===== src/ddcsp_pkg.sv =====
// Shared constants and types of the serial data port
// Assumes one master clock domain; config writes come from the control interface
`default_nettype none
package ddcsp_pkg;
  localparam int CFG_ADDR_W = 5;
  localparam logic [4:0] SERIAL_PORT_CONFIG_ADDR = 5'h00;
  localparam int CFG_W = 16;
  localparam int DIV_LSB = 0;
  localparam int DIV_W = 2;
  localparam int MODE_BIT = 2;
  localparam logic [15:0] CFG_RESET = 16'h0000;
  localparam int WORD_W = 16;
  localparam int FRAME_W = 4 * WORD_W;
  localparam logic [6:0] FRAME_BITS_MODE0 = 7'h40;
  localparam logic [6:0] FRAME_BITS_MODE1 = 7'h20;
  localparam int SEC_TAP = 2 * WORD_W - 1;
  localparam int IN_WORD_BITS = 16;
  localparam logic [3:0] IN_LAST = 4'hF;
  localparam int DAC_W = 12;
  localparam int DIV_CNT_W = 3;

  typedef struct packed {
    logic [WORD_W-1:0] chan_a_inphase;
    logic [WORD_W-1:0] chan_a_quadrature;
    logic [WORD_W-1:0] chan_b_inphase;
    logic [WORD_W-1:0] chan_b_quadrature;
  } ddcsp_iq_type;

  typedef struct packed {
    logic mode;
    logic [DIV_W-1:0] div;
  } ddcsp_cfg_type;

  typedef enum logic [1:0] {
    OUT_IDLE = 2'b00,
    OUT_SYNC = 2'b01,
    OUT_SHIFT = 2'b10
  } ddcsp_out_state_type;

  typedef enum logic [0:0] {
    IN_IDLE = 1'b0,
    IN_SHIFT = 1'b1
  } ddcsp_in_state_type;
endpackage
`default_nettype wire


===== src/ddcsp_clkdiv.sv =====
// Serial clock divider: master clock over two to the divide exponent
// Assumes div may change at any time; a count at or past the new last value wraps to zero, a lower one runs on
`default_nettype none
module ddcsp_clkdiv
  import ddcsp_pkg::*;
#(
  parameter int CNT_W = DIV_CNT_W
) (
  input wire logic clk, // Master clock
  input wire logic rst, // Async reset, high
  input wire logic [DIV_W-1:0] div, // Divide exponent
  output logic tick, // Leading edge at this clk edge
  output logic serial_out_clock // Divided clock out
);
  logic [CNT_W-1:0] cnt_q;
  logic [CNT_W-1:0] cnt_d;
  logic [CNT_W-1:0] last;
  logic [CNT_W-1:0] half;
  logic sclk_q;

  always_comb begin
    last = CNT_W'((1 << div) - 1);
    half = (div == '0) ? CNT_W'(1) : CNT_W'(1 << (div - 1));
    cnt_d = (cnt_q >= last) ? '0 : cnt_q + CNT_W'(1);
    tick = (cnt_d == '0);
  end

  always_ff @(posedge clk or posedge rst) begin
    if (rst) begin
      cnt_q <= '0;
    end else begin
      cnt_q <= cnt_d;
    end
  end

  // High for the first half of each period, so the rise marks the leading edge
  always_ff @(posedge clk or posedge rst) begin
    if (rst) begin
      sclk_q <= 1'b0;
    end else begin
      sclk_q <= (cnt_d < half);
    end
  end

  // Exponent zero passes the master clock itself; no flop can make it
  assign serial_out_clock = (div == '0) ? clk : sclk_q;

  logic [CNT_W-1:0] gap_q;
  logic [DIV_W-1:0] div_prev_q;
  logic div_same_q;
  // Own copy of the last exponent keeps the period check free of tool inference
  always_ff @(posedge clk or posedge rst) begin
    if (rst) begin
      gap_q <= '0;
      div_prev_q <= '0;
      div_same_q <= 1'b0;
    end else begin
      gap_q <= tick ? '0 : gap_q + CNT_W'(1);
      div_prev_q <= div;
      div_same_q <= tick ? 1'b1 : (div_same_q && (div == div_prev_q));
    end
  end
endmodule
`default_nettype wire


===== src/ddcsp_port.sv =====
// Serial data port top: output framer, input word receiver, config register
// Assumes filter results arrive as a one-cycle strobe, and serial_in_data and
// in_frame_pulse are synchronous to the master clock
// Behaviour
// - The serial clock is the master clock divided by two to an exponent of 0 to 3.
// - In mode zero all four filter words go out on the primary line.
// - In mode one channel A words use the primary line and channel B the secondary.
// - A new filter result starts a frame after any frame in progress, with a frame pulse one serial period long; a newer result replaces one still waiting.
// - After the pulse the bits go out MSB first, one per leading serial clock edge.
// - A frame holds 64 bits in mode zero and 32 bits per line in mode one.
// - The 16 leading edges after the input pulse carry one word, MSB first.
// - The low 12 bits of each input word go to the auxiliary DAC unsigned.
// - Input and output streams run independently, both on the same serial clock.
// - Config register zero holds exponent and mode and is written by the control port.
`default_nettype none
module ddcsp_port
  import ddcsp_pkg::*;
#(
  parameter int DAC_BITS = DAC_W
) (
  input wire logic clk, // Master clock
  input wire logic rst, // Async reset, high
  input wire logic cfg_wr, // Register write strobe
  input wire logic [CFG_ADDR_W-1:0] cfg_addr, // Register address
  input wire logic [CFG_W-1:0] cfg_wdata, // Write data
  output logic [CFG_W-1:0] cfg_rdata, // Read data of cfg_addr
  input wire logic filt_valid, // New filter results
  input wire ddcsp_iq_type filt_data, // Four filter words
  input wire logic in_frame_pulse, // Input word start
  input wire logic serial_in_data, // Input data line
  output logic serial_out_clock, // Serial clock out
  output logic out_frame_pulse, // Output frame pulse
  output logic primary_data_line, // Output line 0
  output logic secondary_data_line, // Output line 1
  output logic [DAC_BITS-1:0] dac_data, // Auxiliary DAC word
  output logic dac_strobe // DAC word update
);
  ddcsp_cfg_type cfg_q;
  logic tick;

  always_ff @(posedge clk or posedge rst) begin
    if (rst) begin
      cfg_q <= ddcsp_cfg_type'(CFG_RESET[MODE_BIT:0]);
    end else if (cfg_wr && cfg_addr == SERIAL_PORT_CONFIG_ADDR) begin
      cfg_q.div <= cfg_wdata[DIV_LSB +: DIV_W];
      cfg_q.mode <= cfg_wdata[MODE_BIT];
    end
  end

  always_comb begin
    cfg_rdata = '0;
    if (cfg_addr == SERIAL_PORT_CONFIG_ADDR) begin
      cfg_rdata[DIV_LSB +: DIV_W] = cfg_q.div;
      cfg_rdata[MODE_BIT] = cfg_q.mode;
    end
  end

  ddcsp_clkdiv #(
    .CNT_W(DIV_CNT_W)
  ) u_div (
    .clk(clk),
    .rst(rst),
    .div(cfg_q.div),
    .tick(tick),
    .serial_out_clock(serial_out_clock)
  );

  // Output framer
  ddcsp_out_state_type out_state_q;
  ddcsp_iq_type hold_q;
  logic pend_q;
  logic frame_mode_q;
  logic [FRAME_W-1:0] out_sr_q;
  logic [6:0] bit_cnt_q;
  logic fs_q;
  logic prim_q;
  logic sec_q;
  logic [6:0] frame_bit_count;
  logic start;
  logic frame_end;

  assign frame_bit_count = frame_mode_q ? FRAME_BITS_MODE1 : FRAME_BITS_MODE0;
  assign frame_end = (out_state_q == OUT_SHIFT) && (bit_cnt_q == frame_bit_count);
  assign start = tick && pend_q && (out_state_q == OUT_IDLE || frame_end);

  // A result landing while one waits replaces it; spacing is software's duty
  always_ff @(posedge clk or posedge rst) begin
    if (rst) begin
      pend_q <= 1'b0;
      hold_q <= '0;
    end else begin
      if (filt_valid) begin
        hold_q <= filt_data;
      end
      pend_q <= filt_valid || (pend_q && !start);
    end
  end

  always_ff @(posedge clk or posedge rst) begin
    if (rst) begin
      out_state_q <= OUT_IDLE;
      out_sr_q <= '0;
      bit_cnt_q <= '0;
      fs_q <= 1'b0;
      prim_q <= 1'b0;
      sec_q <= 1'b0;
      frame_mode_q <= 1'b0;
    end else if (tick) begin
      if (start) begin
        out_state_q <= OUT_SYNC;
        out_sr_q <= hold_q;
        frame_mode_q <= cfg_q.mode;
        fs_q <= 1'b1;
        prim_q <= 1'b0;
        sec_q <= 1'b0;
        bit_cnt_q <= '0;
      end else begin
        case (out_state_q)
          OUT_SYNC, OUT_SHIFT: begin
            if (frame_end) begin
              out_state_q <= OUT_IDLE;
              prim_q <= 1'b0;
              sec_q <= 1'b0;
            end else begin
              out_state_q <= OUT_SHIFT;
              fs_q <= 1'b0;
              prim_q <= out_sr_q[FRAME_W-1];
              sec_q <= frame_mode_q ? out_sr_q[SEC_TAP] : 1'b0;
              out_sr_q <= {out_sr_q[FRAME_W-2:0], 1'b0};
              bit_cnt_q <= bit_cnt_q + 7'h01;
            end
          end
          default: begin
            out_state_q <= OUT_IDLE;
          end
        endcase
      end
    end
  end

  assign out_frame_pulse = fs_q;
  assign primary_data_line = prim_q;
  assign secondary_data_line = sec_q;

  // Input receiver, free of any tie to the output framer
  ddcsp_in_state_type in_state_q;
  logic [3:0] in_cnt_q;
  logic [IN_WORD_BITS-1:0] in_sr_q;
  logic [DAC_BITS-1:0] dac_q;
  logic dac_stb_q;
  logic [IN_WORD_BITS-1:0] in_word;

  assign in_word = {in_sr_q[IN_WORD_BITS-2:0], serial_in_data};

  always_ff @(posedge clk or posedge rst) begin
    if (rst) begin
      in_state_q <= IN_IDLE;
      in_cnt_q <= '0;
      in_sr_q <= '0;
    end else if (tick) begin
      case (in_state_q)
        IN_IDLE: begin
          if (in_frame_pulse) begin
            in_state_q <= IN_SHIFT;
            in_cnt_q <= '0;
          end
        end
        IN_SHIFT: begin
          in_sr_q <= in_word;
          in_cnt_q <= in_cnt_q + 4'h1;
          if (in_cnt_q == IN_LAST) begin
            in_state_q <= IN_IDLE;
          end
        end
        default: begin
          in_state_q <= IN_IDLE;
        end
      endcase
    end
  end

  always_ff @(posedge clk or posedge rst) begin
    if (rst) begin
      dac_q <= '0;
      dac_stb_q <= 1'b0;
    end else begin
      dac_stb_q <= 1'b0;
      if (tick && in_state_q == IN_SHIFT && in_cnt_q == IN_LAST) begin
        dac_q <= in_word[DAC_BITS-1:0];
        dac_stb_q <= 1'b1;
      end
    end
  end

  assign dac_data = dac_q;
  assign dac_strobe = dac_stb_q;
endmodule
`default_nettype wire


===== config.mk =====
export PLATFORM = sky130hd
export DESIGN_NAME = ddcsp_port
export DESIGN_NICKNAME = d
export VERILOG_FILES = /design/src/ddcsp_pkg.sv /design/src/ddcsp_clkdiv.sv /design/src/ddcsp_port.sv
export SDC_FILE = /design/constraint.sdc
export NUM_CORES = 1
export LEC_CHECK = 0
export BUFFER_PORTS_ARGS = -buffer_cell sky130_fd_sc_hd__buf_2
export CAP_MARGIN = 20
export CORE_ASPECT_RATIO = 1.25
export CORE_MARGIN = 1.5
export CORE_UTILIZATION = 50
export DETAILED_ROUTE_END_ITERATION = 8
export PLACE_DENSITY = 0.84
export SLEW_MARGIN = 15
export SYNTH_ARGS = -nofsm -noshare
export SYNTH_HDL_FRONTEND = slang
export SYNTH_SLANG_ARGS = --single-unit

===== constraint.sdc =====
create_clock -name clk -period 10.1 [get_ports clk]
set_clock_uncertainty 0.05 [all_clocks]
set_input_delay 1.01 -clock clk [delete_from_list [all_inputs] [get_ports clk]]
set_output_delay 1.01 -clock clk [all_outputs]
set_load 0.05 [all_outputs]

==> impl_metrics.toml, run 1 <==
[outcome]
outcome = "completed"

[floorplanning]
die_height_um = 142
placementRows = 50
num_io_pins = 124
core-area_mm2 = 0.0150
floorplan.die_area_mm2 = 0.0161
die_width_um = 114
effective_utilization_at_floorplan_pct = 51.1

[critical_path]
crit_path_start_kind = "clock port"
slowest_stage = "sky130_fd_sc_hd__mux2_2"
critical_path_buf_inv_count = 3
cell_type_group_with_the_largest_total_delay_on_the_critical_path = "buffers and inverters"
crit_path_end_kind = "primary output"
critical_path.cell_chain = "clkbuf_16 > clkbuf_16 > mux2_2 > buf_2"
path_common_cell = "sky130_fd_sc_hd__clkbuf_16"
worst_ep_arrival_time_ns = 5.76
ff2ff_setup_slack_ns = 6.68
setup.worst_path.class = "clk -> out"
critPathRequiredTime_ns = 9.04
maximum_fanout_encountered_on_the_critical_timing_path = 2
critPathMaxStageDelay_ns = 0.26

[logic_synthesis]
synth.cells.most_frequent = "178 x sky130_fd_sc_hd__dfrtp_1, 83 x sky130_fd_sc_hd__mux2_2, 66 x sky130_fd_sc_hd__or3_1"
synth_async_sr_flop_share_pct = 100
synth.cell_area_mm2 = 0.00768
synth_top_flop_cell = "sky130_fd_sc_hd__dfrtp_1"
synth_enable_flop_cells = 0
yosysMostFrequentCell = "sky130_fd_sc_hd__dfrtp_1"
synth_seq_cells = 178
yosysWarningCount = 0
seq_area_frac_synth_pct = 58.0
synth_top_cell_area_share_pct = 58.0
synth_area_per_cell_um2 = 13.8
synth.largest_area_cell = "sky130_fd_sc_hd__dfrtp_1"
netlist_top_cells_area = "sky130_fd_sc_hd__dfrtp_1 58%, sky130_fd_sc_hd__mux2_2 12%, sky130_fd_sc_hd__o221a_1 9.2%"
post_synth_num_cell_types = 48
synthCells = 557

[detailed_routing]
via_count = 4852
vias_per_cell = 5.79
detail_route.wirelength_um = 14300
routed_wire_length_per_instance_um = 17.1
drtAntennaViolNets = 0
drcViolationCount = 0
detailed_router_s_first_iteration_violation_count = 271
initial_drt_pass_iterations = 4

[sta]
setup_violations = 0
hold_ws_ns = 0.434
timing.max_slew.rel_slack_pct = 42.7
setup_tns_ns = 0
grt_setup_unrepaired = "no"
final_max_slew_viol_count = 0
hold_viol = 0
worst_slew_pin_slew_ns = 0.854

[global_routing]
grt_antenna_before_repair = 0
grt_pass1_vias = 5086
grt_max_degree = 95
grt_pass1_wl_um = 24500
globalRoute.totalOverflow = 0
grt_usage_pct = 19.6

[cts]
cts-resized-gates = 0
clk_transition_reported_paths_ns = 0.06
cts_post_setup_buffers_inserted = 0
cts_hold_repair.buffers = 0
cts_tree = "yes"
clk-insertion-delay-late_ns = 0.53

[cells_and_area]
antennaDiodeCount = 0
syn2layout_area_growth_pct = 15.8
fin_nets = 745
fill_cell_total_of_the_finished_layout = 1153
layout.area.seq_mm2 = 0.00445
multi_input_area_mm2 = 0.00293
layout-drive-gt1-share_pct = 35.5

[power_and_ir_drop]
power.density_mw_per_mm2 = 347
ir_worst_vdd_mv = 0.190
total_leakage_power_uw = 0.00385

[flow_run]
maxCapViolations = 0

[place]
port-buffer-count = 97
place.detailed.hpwl_um = 9260
gpl_wtd_cong = 0.794

[min_path]
timing.hold.worst.class = "reg -> reg"
-- through the flow --
stage | area (um^2) | instances | utilization, % | setup WS, ns | power [uW]
floorplan | 7720 | 569 | - | 3.62 | 2160
global placement | 8190 | 801 | 54.5 | 3.55 | 2300
detailed placement | 8190 | 801 | 54.5 | 3.55 | 2380
CTS | 8840 | 836 | 58.9 | 3.27 | 3090
global route | 8890 | 838 | 59.2 | 3.27 | 3280
finish | 8890 | 838 | 59.2 | 3.28 | 3080
-- worst register-to-register path, cell delays in order (launching register included) --
cell and delay [ns]:
sky130_fd_sc_hd__dfrtp_1 0.41, sky130_fd_sc_hd__or2_2 0.34, sky130_fd_sc_hd__ha_1 0.28, sky130_fd_sc_hd__nand2b_1 0.12, sky130_fd_sc_hd__a31o_1 0.34, sky130_fd_sc_hd__nor2_4 0.07, sky130_fd_sc_hd__buf_4 0.32, sky130_fd_sc_hd__a21oi_4 0.60
sky130_fd_sc_hd__buf_4 0.54, sky130_fd_sc_hd__o221a_1 0.29
-- area by class of cell --
class	instances	share of cell area (%)
Sequential cell	178	50.1
Multi-Input combinational cell	328	33.0
Timing Repair Buffer	103	6.36
Clock buffer	24	6.04
Tap cell	182	2.56
Clock inverter	12	1.38
Inverter	11	0.521
-- where the power goes --
group          total (uW)  switching (uW)  internal (uW)  leakage [uW]
Combinational        1250             694            554       0.00146
Clock                 717             303            414      0.000324
Sequential           1110             149            966       0.00207
Total                3080            1150           1930       0.00385
-- worst paths after layout --
| check | startpoint | depth (start not counted) | to |
|---|---|---|---|
| setup / recovery | clk | 4 | serial_out_clock |
| max in group asynchronous | rst | 4 | out_sr_q[60] |
| setup reg to reg | cfg_q[0] | 9 | out_sr_q[10] |
| min in group asynchronous | rst | 2 | cfg_q[1] |
| hold reg to reg | dac_data[7] | 1 | dac_data[7] |
| hold / removal | dac_data[7] | 1 | dac_data[7] |
-- logic make-up (layout without fill, tap and decap cells) --
group	Yosys count	in the layout	share of synthesized area, %
simple gates	106	106	8.46
xor+xnor	1	1	0.212
compound gates	103	103	13.1
mux	94	94	13.8
buf+inv	63	150	4.63
other cells	1	13	0.0488
flops	178	178	58.0
fa+ha+maj	11	11	1.79
-- sequential cells by signal, indices dropped and copies added, names as in the netlist, 2 cells and up --
register	count
hold_q	64
out_sr_q	64
dac_data	12
in_sr_q	11
bit_cnt_q	7
in_cnt_q	4
cfg_q	3
u_div.cnt_q	3
out_state_q	2
-- cell usage in the layout (no fill, tap or decap), types with 6 or more instances in the layout --
master                      Yosys  layout
sky130_fd_sc_hd__ha_1          11      11
sky130_fd_sc_hd__or3_1         66      65
sky130_fd_sc_hd__nand2_1       11      11
sky130_fd_sc_hd__mux2_2        83      83
sky130_fd_sc_hd__dfrtp_1      178     178
sky130_fd_sc_hd__clkbuf_16      0      20
sky130_fd_sc_hd__buf_2         11      97
sky130_fd_sc_hd__o221a_1       63      63
sky130_fd_sc_hd__conb_1         1      13
sky130_fd_sc_hd__mux2_1         9       9
sky130_fd_sc_hd__inv_1         11      10
sky130_fd_sc_hd__o21ai_0        6       6
-- routing by layer --
metal	routed length, um	GRT usage [%]
met1	5870	22.5
met5	0	0
met2	7520	33.6
met4	293	8.36
met3	628	6.19
(Power assumes the default switching activity.)
==> inputs of run 2 (changes only) <==
--- a/config.mk
+++ b/config.mk
@@ -11,7 +11,7 @@
 export CORE_MARGIN = 1.5
 export CORE_UTILIZATION = 50
 export DETAILED_ROUTE_END_ITERATION = 8
-export PLACE_DENSITY = 0.84
+export PLACE_DENSITY = 0.87
 export SLEW_MARGIN = 15
 export SYNTH_ARGS = -nofsm -noshare
 export SYNTH_HDL_FRONTEND = slang
==> constraint.sdc (replaced) <==
create_clock -name clk -period 6.01 [get_ports clk]
set_clock_uncertainty 0.05 [all_clocks]
set_input_delay 0.601 -clock clk [delete_from_list [all_inputs] [get_ports clk]]
set_output_delay 0.601 -clock clk [all_outputs]
set_load 0.05 [all_outputs]
==> run 2 against run 1 <==
Against the previous run:
- via count increased by 0.72%
- clock power is 66% higher
- total power rose by 67%
- worst hold slack got worse by 0.21 ns
- design area shrank 0.72%
- global-route usage shrank 0.24 points
- register-to-register slack got worse by 4.2 ns
- count of clock-buffer cells in the layout increased by 1
- die area unchanged
- core utilization fell by 0.42 points
- non-clock buffer count fell by 2
- sequential cell count stayed put
- largest cell class unchanged
==> impl_metrics.toml, run 2 (synthesis gave the netlist of run 1 again) <==
[outcome]
outcome = "completed"

[cts]
cts_tree = "yes"
cts_post_setup_buffers_inserted = 0
cts-resized-gates = 0
clk_transition_reported_paths_ns = 0.06
clk-insertion-delay-late_ns = 0.53
cts_hold_repair.buffers = 0

[floorplanning]
floorplan.die_area_mm2 = 0.0161
core-area_mm2 = 0.0150
num_io_pins = 124
die_height_um = 142
placementRows = 50
effective_utilization_at_floorplan_pct = 51.1
die_width_um = 114

[global_routing]
global_route.usage.met1_pct = 22.5
grt_max_degree = 109
met3_usage_pct = 5.72
grt_usage_pct = 19.3
grt_busiest_layer = "met2"
globalRoute.totalOverflow = 0
grt_antenna_before_repair = 0
grt_pass1_vias = 5215
grt_pass1_wl_um = 24500
grt.met2_usage_pct = 32.8

[cells_and_area]
most-common-layout-cells = "178 x sky130_fd_sc_hd__dfrtp_1, 97 x sky130_fd_sc_hd__buf_2, 83 x sky130_fd_sc_hd__mux2_2"
final_core_utilization_pct = 58.8
fin_nets = 743
fill_cell_total_of_the_finished_layout = 1184
antennaDiodeCount = 0
syn2layout_area_growth_pct = 14.9
final_common_cell = "sky130_fd_sc_hd__dfrtp_1"
layout-drive-gt1-share_pct = 34.9

[power_and_ir_drop]
power.switching_fraction_pct = 36.9
comb_power_share_pct = 40.4
cellInternalPower_uw = 3250
switchingPower_uw = 1900
p_seq_share_pct = 36.4
total_leakage_power_uw = 0.00382
power.clock.fraction_pct = 23.1
power.density_mw_per_mm2 = 584
ir_worst_vdd_mv = 0.308

[detailed_routing]
vias_per_cell = 5.85
drcViolationCount = 0
drtAntennaViolNets = 0
detailed_router_s_first_iteration_violation_count = 311
routed_wire_length_per_instance_um = 17.2
initial_drt_pass_iterations = 4
via_count = 4887
detail_route.wirelength_um = 14300

[sta]
grt_setup_unrepaired = "no"
hold_viol = 0
setup_tns_ns = 0
setup_violations = 0
timing.max_slew.rel_slack_pct = 30.2
final_max_slew_viol_count = 0
worst_slew_pin_slew_ns = 1.04

[place]
place.detailed.hpwl_um = 9320
port-buffer-count = 97
gpl_wtd_cong = 0.880

[critical_path]
worst_ep_arrival_time_ns = 3.74
setup.worst_path.class = "clk -> out"
crit_path_start_kind = "clock port"
maximum_fanout_encountered_on_the_critical_timing_path = 2
critPathRequiredTime_ns = 5.36
crit_path_end_kind = "primary output"

[flow_run]
maxCapViolations = 0

[min_path]
timing.hold.worst.class = "in -> async"
[run 2: stage by stage]
step / power (uW) / std cells / hold WS, ns / instance area, um^2 / setup WS [ns]
2_1_floorplan: 3630 / 569 / 0.397 / 7720 / 0.529
6_report: 5150 / 835 / 0.219 / 8820 / 1.62
4_1_cts: 5190 / 835 / 0.228 / 8820 / 1.61
3_5_place_dp: 4010 / 801 / 0.425 / 8190 / 1.91
5_1_grt: 5500 / 835 / 0.232 / 8820 / 1.62
3_3_place_gp: 3860 / 801 / 0.415 / 8190 / 1.91
[run 2: layout make-up]
type                    count  area (um^2)  area share [%]
well taps                 182          228            2.58
inverters                  11         46.3           0.525
clock inverters            10          109            1.23
multi-input cells         328         2940            33.3
clock buffers              25          531            6.01
flip-flops and latches    178         4450            50.5
repair buffers            101          518            5.87
[run 2: worst max-delay path, stage by stage]
cell	delay, ns
sky130_fd_sc_hd__clkbuf_16	0.12
sky130_fd_sc_hd__clkbuf_16	0.13
sky130_fd_sc_hd__mux2_2	0.26
sky130_fd_sc_hd__buf_2	0.21
[run 2: worst paths after layout]
| check | startpoint | to | slack [ns] | cells past startpoint |
|---|---|---|---|---|
| worst min register to register | dac_data[3] | dac_data[3] | 0.43 | 1 |
| worst max-delay path | clk | serial_out_clock | 1.62 | 4 |
| worst max register to register | cfg_q[0] | out_sr_q[17] | 2.46 | 8 |
| max in group asynchronous | rst | hold_q[18] | 4.26 | 3 |
| min in group clk | filt_data[46] | hold_q[46] | 0.25 | 2 |
| worst min-delay path | rst | hold_q[55] | 0.22 | 2 |
[run 2: power groups by stage]
stage	logic, uW	clock network [uW]	registers [uW]
after detailed placement	2090	34.4	1890
after floorplan	1630	29.7	1970
after global routing	2300	1270	1930
final	2080	1190	1880
after global placement	1960	34.4	1860
after CTS	2100	1220	1870
[run 2: per-layer routing]
metal / share of wire [%] / vias up / routed length (um)
met5: 0 / - / 0
met4: 2.0 / 0 / 286
met3: 4.5 / 33 / 647
met2: 52 / 145 / 7410
met1: 42 / 2459 / 6010
li1: - / 2250 / -
==> inputs of run 3 (changes only) <==
==> constraint.sdc (replaced) <==
create_clock -name clk -period 3.61 [get_ports clk]
set_clock_uncertainty 0.05 [all_clocks]
set_input_delay 0.361 -clock clk [delete_from_list [all_inputs] [get_ports clk]]
set_output_delay 0.361 -clock clk [all_outputs]
set_load 0.05 [all_outputs]
==> run 3 against run 2 <==
Against the previous run:
- core utilization is 3.8 points higher
- design area increased by 6.5%
- largest cell class unchanged
- non-clock buffer count up 47
- register-to-register slack worse by 2.0 ns
- wire length up 9.2%
- first-iteration DRC count down 6.1%
- critical endpoint is now out_sr_q[20]
- largest power group unchanged
- global-route usage is 1.5 points higher
- critical path depth grew 4
==> impl_metrics.toml, run 3 (synthesis gave the netlist of run 1 again) <==
[outcome]
outcome = "completed"

[sta]
setup_tns_ns = 0
final_max_slew_viol_count = 0
worst_slew_pin_slew_ns = 1.02
achievable_freq_mhz = 319
setup_violations = 0
layout_worst_path_cycle_share_pct = 86.9
layout_min_cycle_time_ns = 3.14
grt_setup_unrepaired = "no"
hold_viol = 0
timing.max_slew.rel_slack_pct = 31.4

[cells_and_area]
final_common_cell = "sky130_fd_sc_hd__dfrtp_1"
finished_layout_cells = 882
antennaDiodeCount = 0
most-common-layout-cells = "178 x sky130_fd_sc_hd__dfrtp_1, 97 x sky130_fd_sc_hd__buf_2, 83 x sky130_fd_sc_hd__mux2_2"
final_cell_area_mm2 = 0.00940
fin_nets = 790
layout-drive-gt1-share_pct = 33.9
syn2layout_area_growth_pct = 22.4

[power_and_ir_drop]
total_leakage_power_uw = 0.00407
p_seq_share_pct = 34.7
cellInternalPower_uw = 5750
power.switching_fraction_pct = 36.3
power.density_mw_per_mm2 = 961
switchingPower_uw = 3280
power.clock.fraction_pct = 25.0
comb_power_share_pct = 40.3
ir_worst_vdd_mv = 0.623

[global_routing]
grt_usage_pct = 20.9
grt_antenna_before_repair = 0
grt_max_degree = 90
grt_pass1_wl_um = 26100
grt_pass1_vias = 5369
globalRoute.totalOverflow = 0

[floorplanning]
core-area_mm2 = 0.0150
floorplan.die_area_mm2 = 0.0161
die_width_um = 114
placementRows = 50
num_io_pins = 124
die_height_um = 142
effective_utilization_at_floorplan_pct = 51.1

[critical_path]
worst_ep_arrival_time_ns = 3.51
crit_path_end_kind = "flop"
critical_path.cell_chain = "or2_2 > ha_1 > nand2b_1 > a31o_1 > nor2_4 > or3_2 > buf_4 > o221a_1"
critPathMaxStageDelay_ns = 0.70
maximum_fanout_encountered_on_the_critical_timing_path = 45
slowest_stage = "sky130_fd_sc_hd__or3_2"
crit_path_start_kind = "flop"
setup.worst_path.class = "reg -> reg"
critPathRequiredTime_ns = 3.98
rr_worst_depth = 8

[detailed_routing]
drtAntennaViolNets = 0
initial_drt_pass_iterations = 4
routed_wire_length_per_instance_um = 17.8
vias_per_cell = 5.85
via_count = 5157
detail_route.wirelength_um = 15700
detailed_router_s_first_iteration_violation_count = 292
drcViolationCount = 0

[place]
dpl.cell_count = 807
gpl_wtd_cong = 0.835
place.detailed.hpwl_um = 9570
post_dp_cell_area_mm2 = 0.00825
port-buffer-count = 97

[cts]
cts_tree = "yes"
cts-resized-gates = 0
clk_transition_reported_paths_ns = 0.07
clk-insertion-delay-late_ns = 0.54

[min_path]
hold_path_depth = 2
timing.hold.worst.class = "in -> reg"

[flow_run]
maxCapViolations = 0
-- run 3: changes by cell type in the layout (fill, tap and decap cells not counted), sizes merged --
cell         delta
dlygate4sd3    +41
buf             +6
bufinv          +3
clkbuf          -2
clkinv          -2
inv             +1
-- run 3: layout make-up --
| type | instances | area (um^2) |
|---|---|---|
| Sequential cell | 178 | 4450 |
| Clock inverter | 12 | 203 |
| Clock buffer | 23 | 533 |
| Timing Repair Buffer | 148 | 998 |
| Fill cell | 1091 | 5620 |
| Tap cell | 182 | 228 |
| Inverter | 11 | 45.0 |
| Multi-Input combinational cell | 328 | 2930 |
-- run 3: power groups by stage --
stage	logic (uW)	clock network, uW	registers (uW)
after floorplan	2710	49.4	3280
after global placement	3380	57.3	3100
after detailed placement	3590	57.3	3150
after CTS	3640	2290	3130
after global routing	3960	2380	3220
final	3630	2260	3140
-- run 3: final timing paths --
check	start	endpoint	slack (ns)
setup / recovery	cfg_q[0]	out_sr_q[20]	0.47
hold / removal	filt_data[18]	hold_q[18]	0.01
max in group asynchronous	rst	hold_q[41]	2.45
setup reg to reg	cfg_q[0]	out_sr_q[20]	0.47
min in group asynchronous	rst	cfg_q[0]	0.24
hold reg to reg	out_state_q[0]	out_state_q[0]	0.44
-- run 3: critical path: cells and delay by family (launching register included) --
family | cells | cell delay, ns
buffers and inverters | 1 | 0.37
AOI/OAI and AO/OA | 2 | 0.64
and+or+nand+nor | 4 | 1.23
adders and majority gates | 1 | 0.27
DFF | 1 | 0.41
-- run 3: what timing repair did --
item | CTS | global route
setup buffers | 0 | 0
endpoints found under the hold margin | 42 | 3
hold buffers | 38 | 3
-- run 3: per-layer routing --
metal	GRT usage (%)	part of all wire, %	routed length, um
met3	5.17	4.7	743
met1	25.0	41	6480
met5	0	0	0
met4	9.67	1.9	293
met2	35.4	52	8150
-- run 3: through the flow --
step | util (%) | hold WS, ns | worst slack [ns] | power [uW]
after floorplan | - | 0.397 | 0.918 | 6040
after global placement | 55.0 | 0.242 | 0.574 | 6540
after detailed placement | 55.0 | 0.245 | 0.503 | 6800
after CTS | 62.4 | 0.000506 | 0.481 | 9070
after global routing | 62.6 | 0.000418 | 0.329 | 9560
final | 62.6 | 0.0144 | 0.471 | 9030
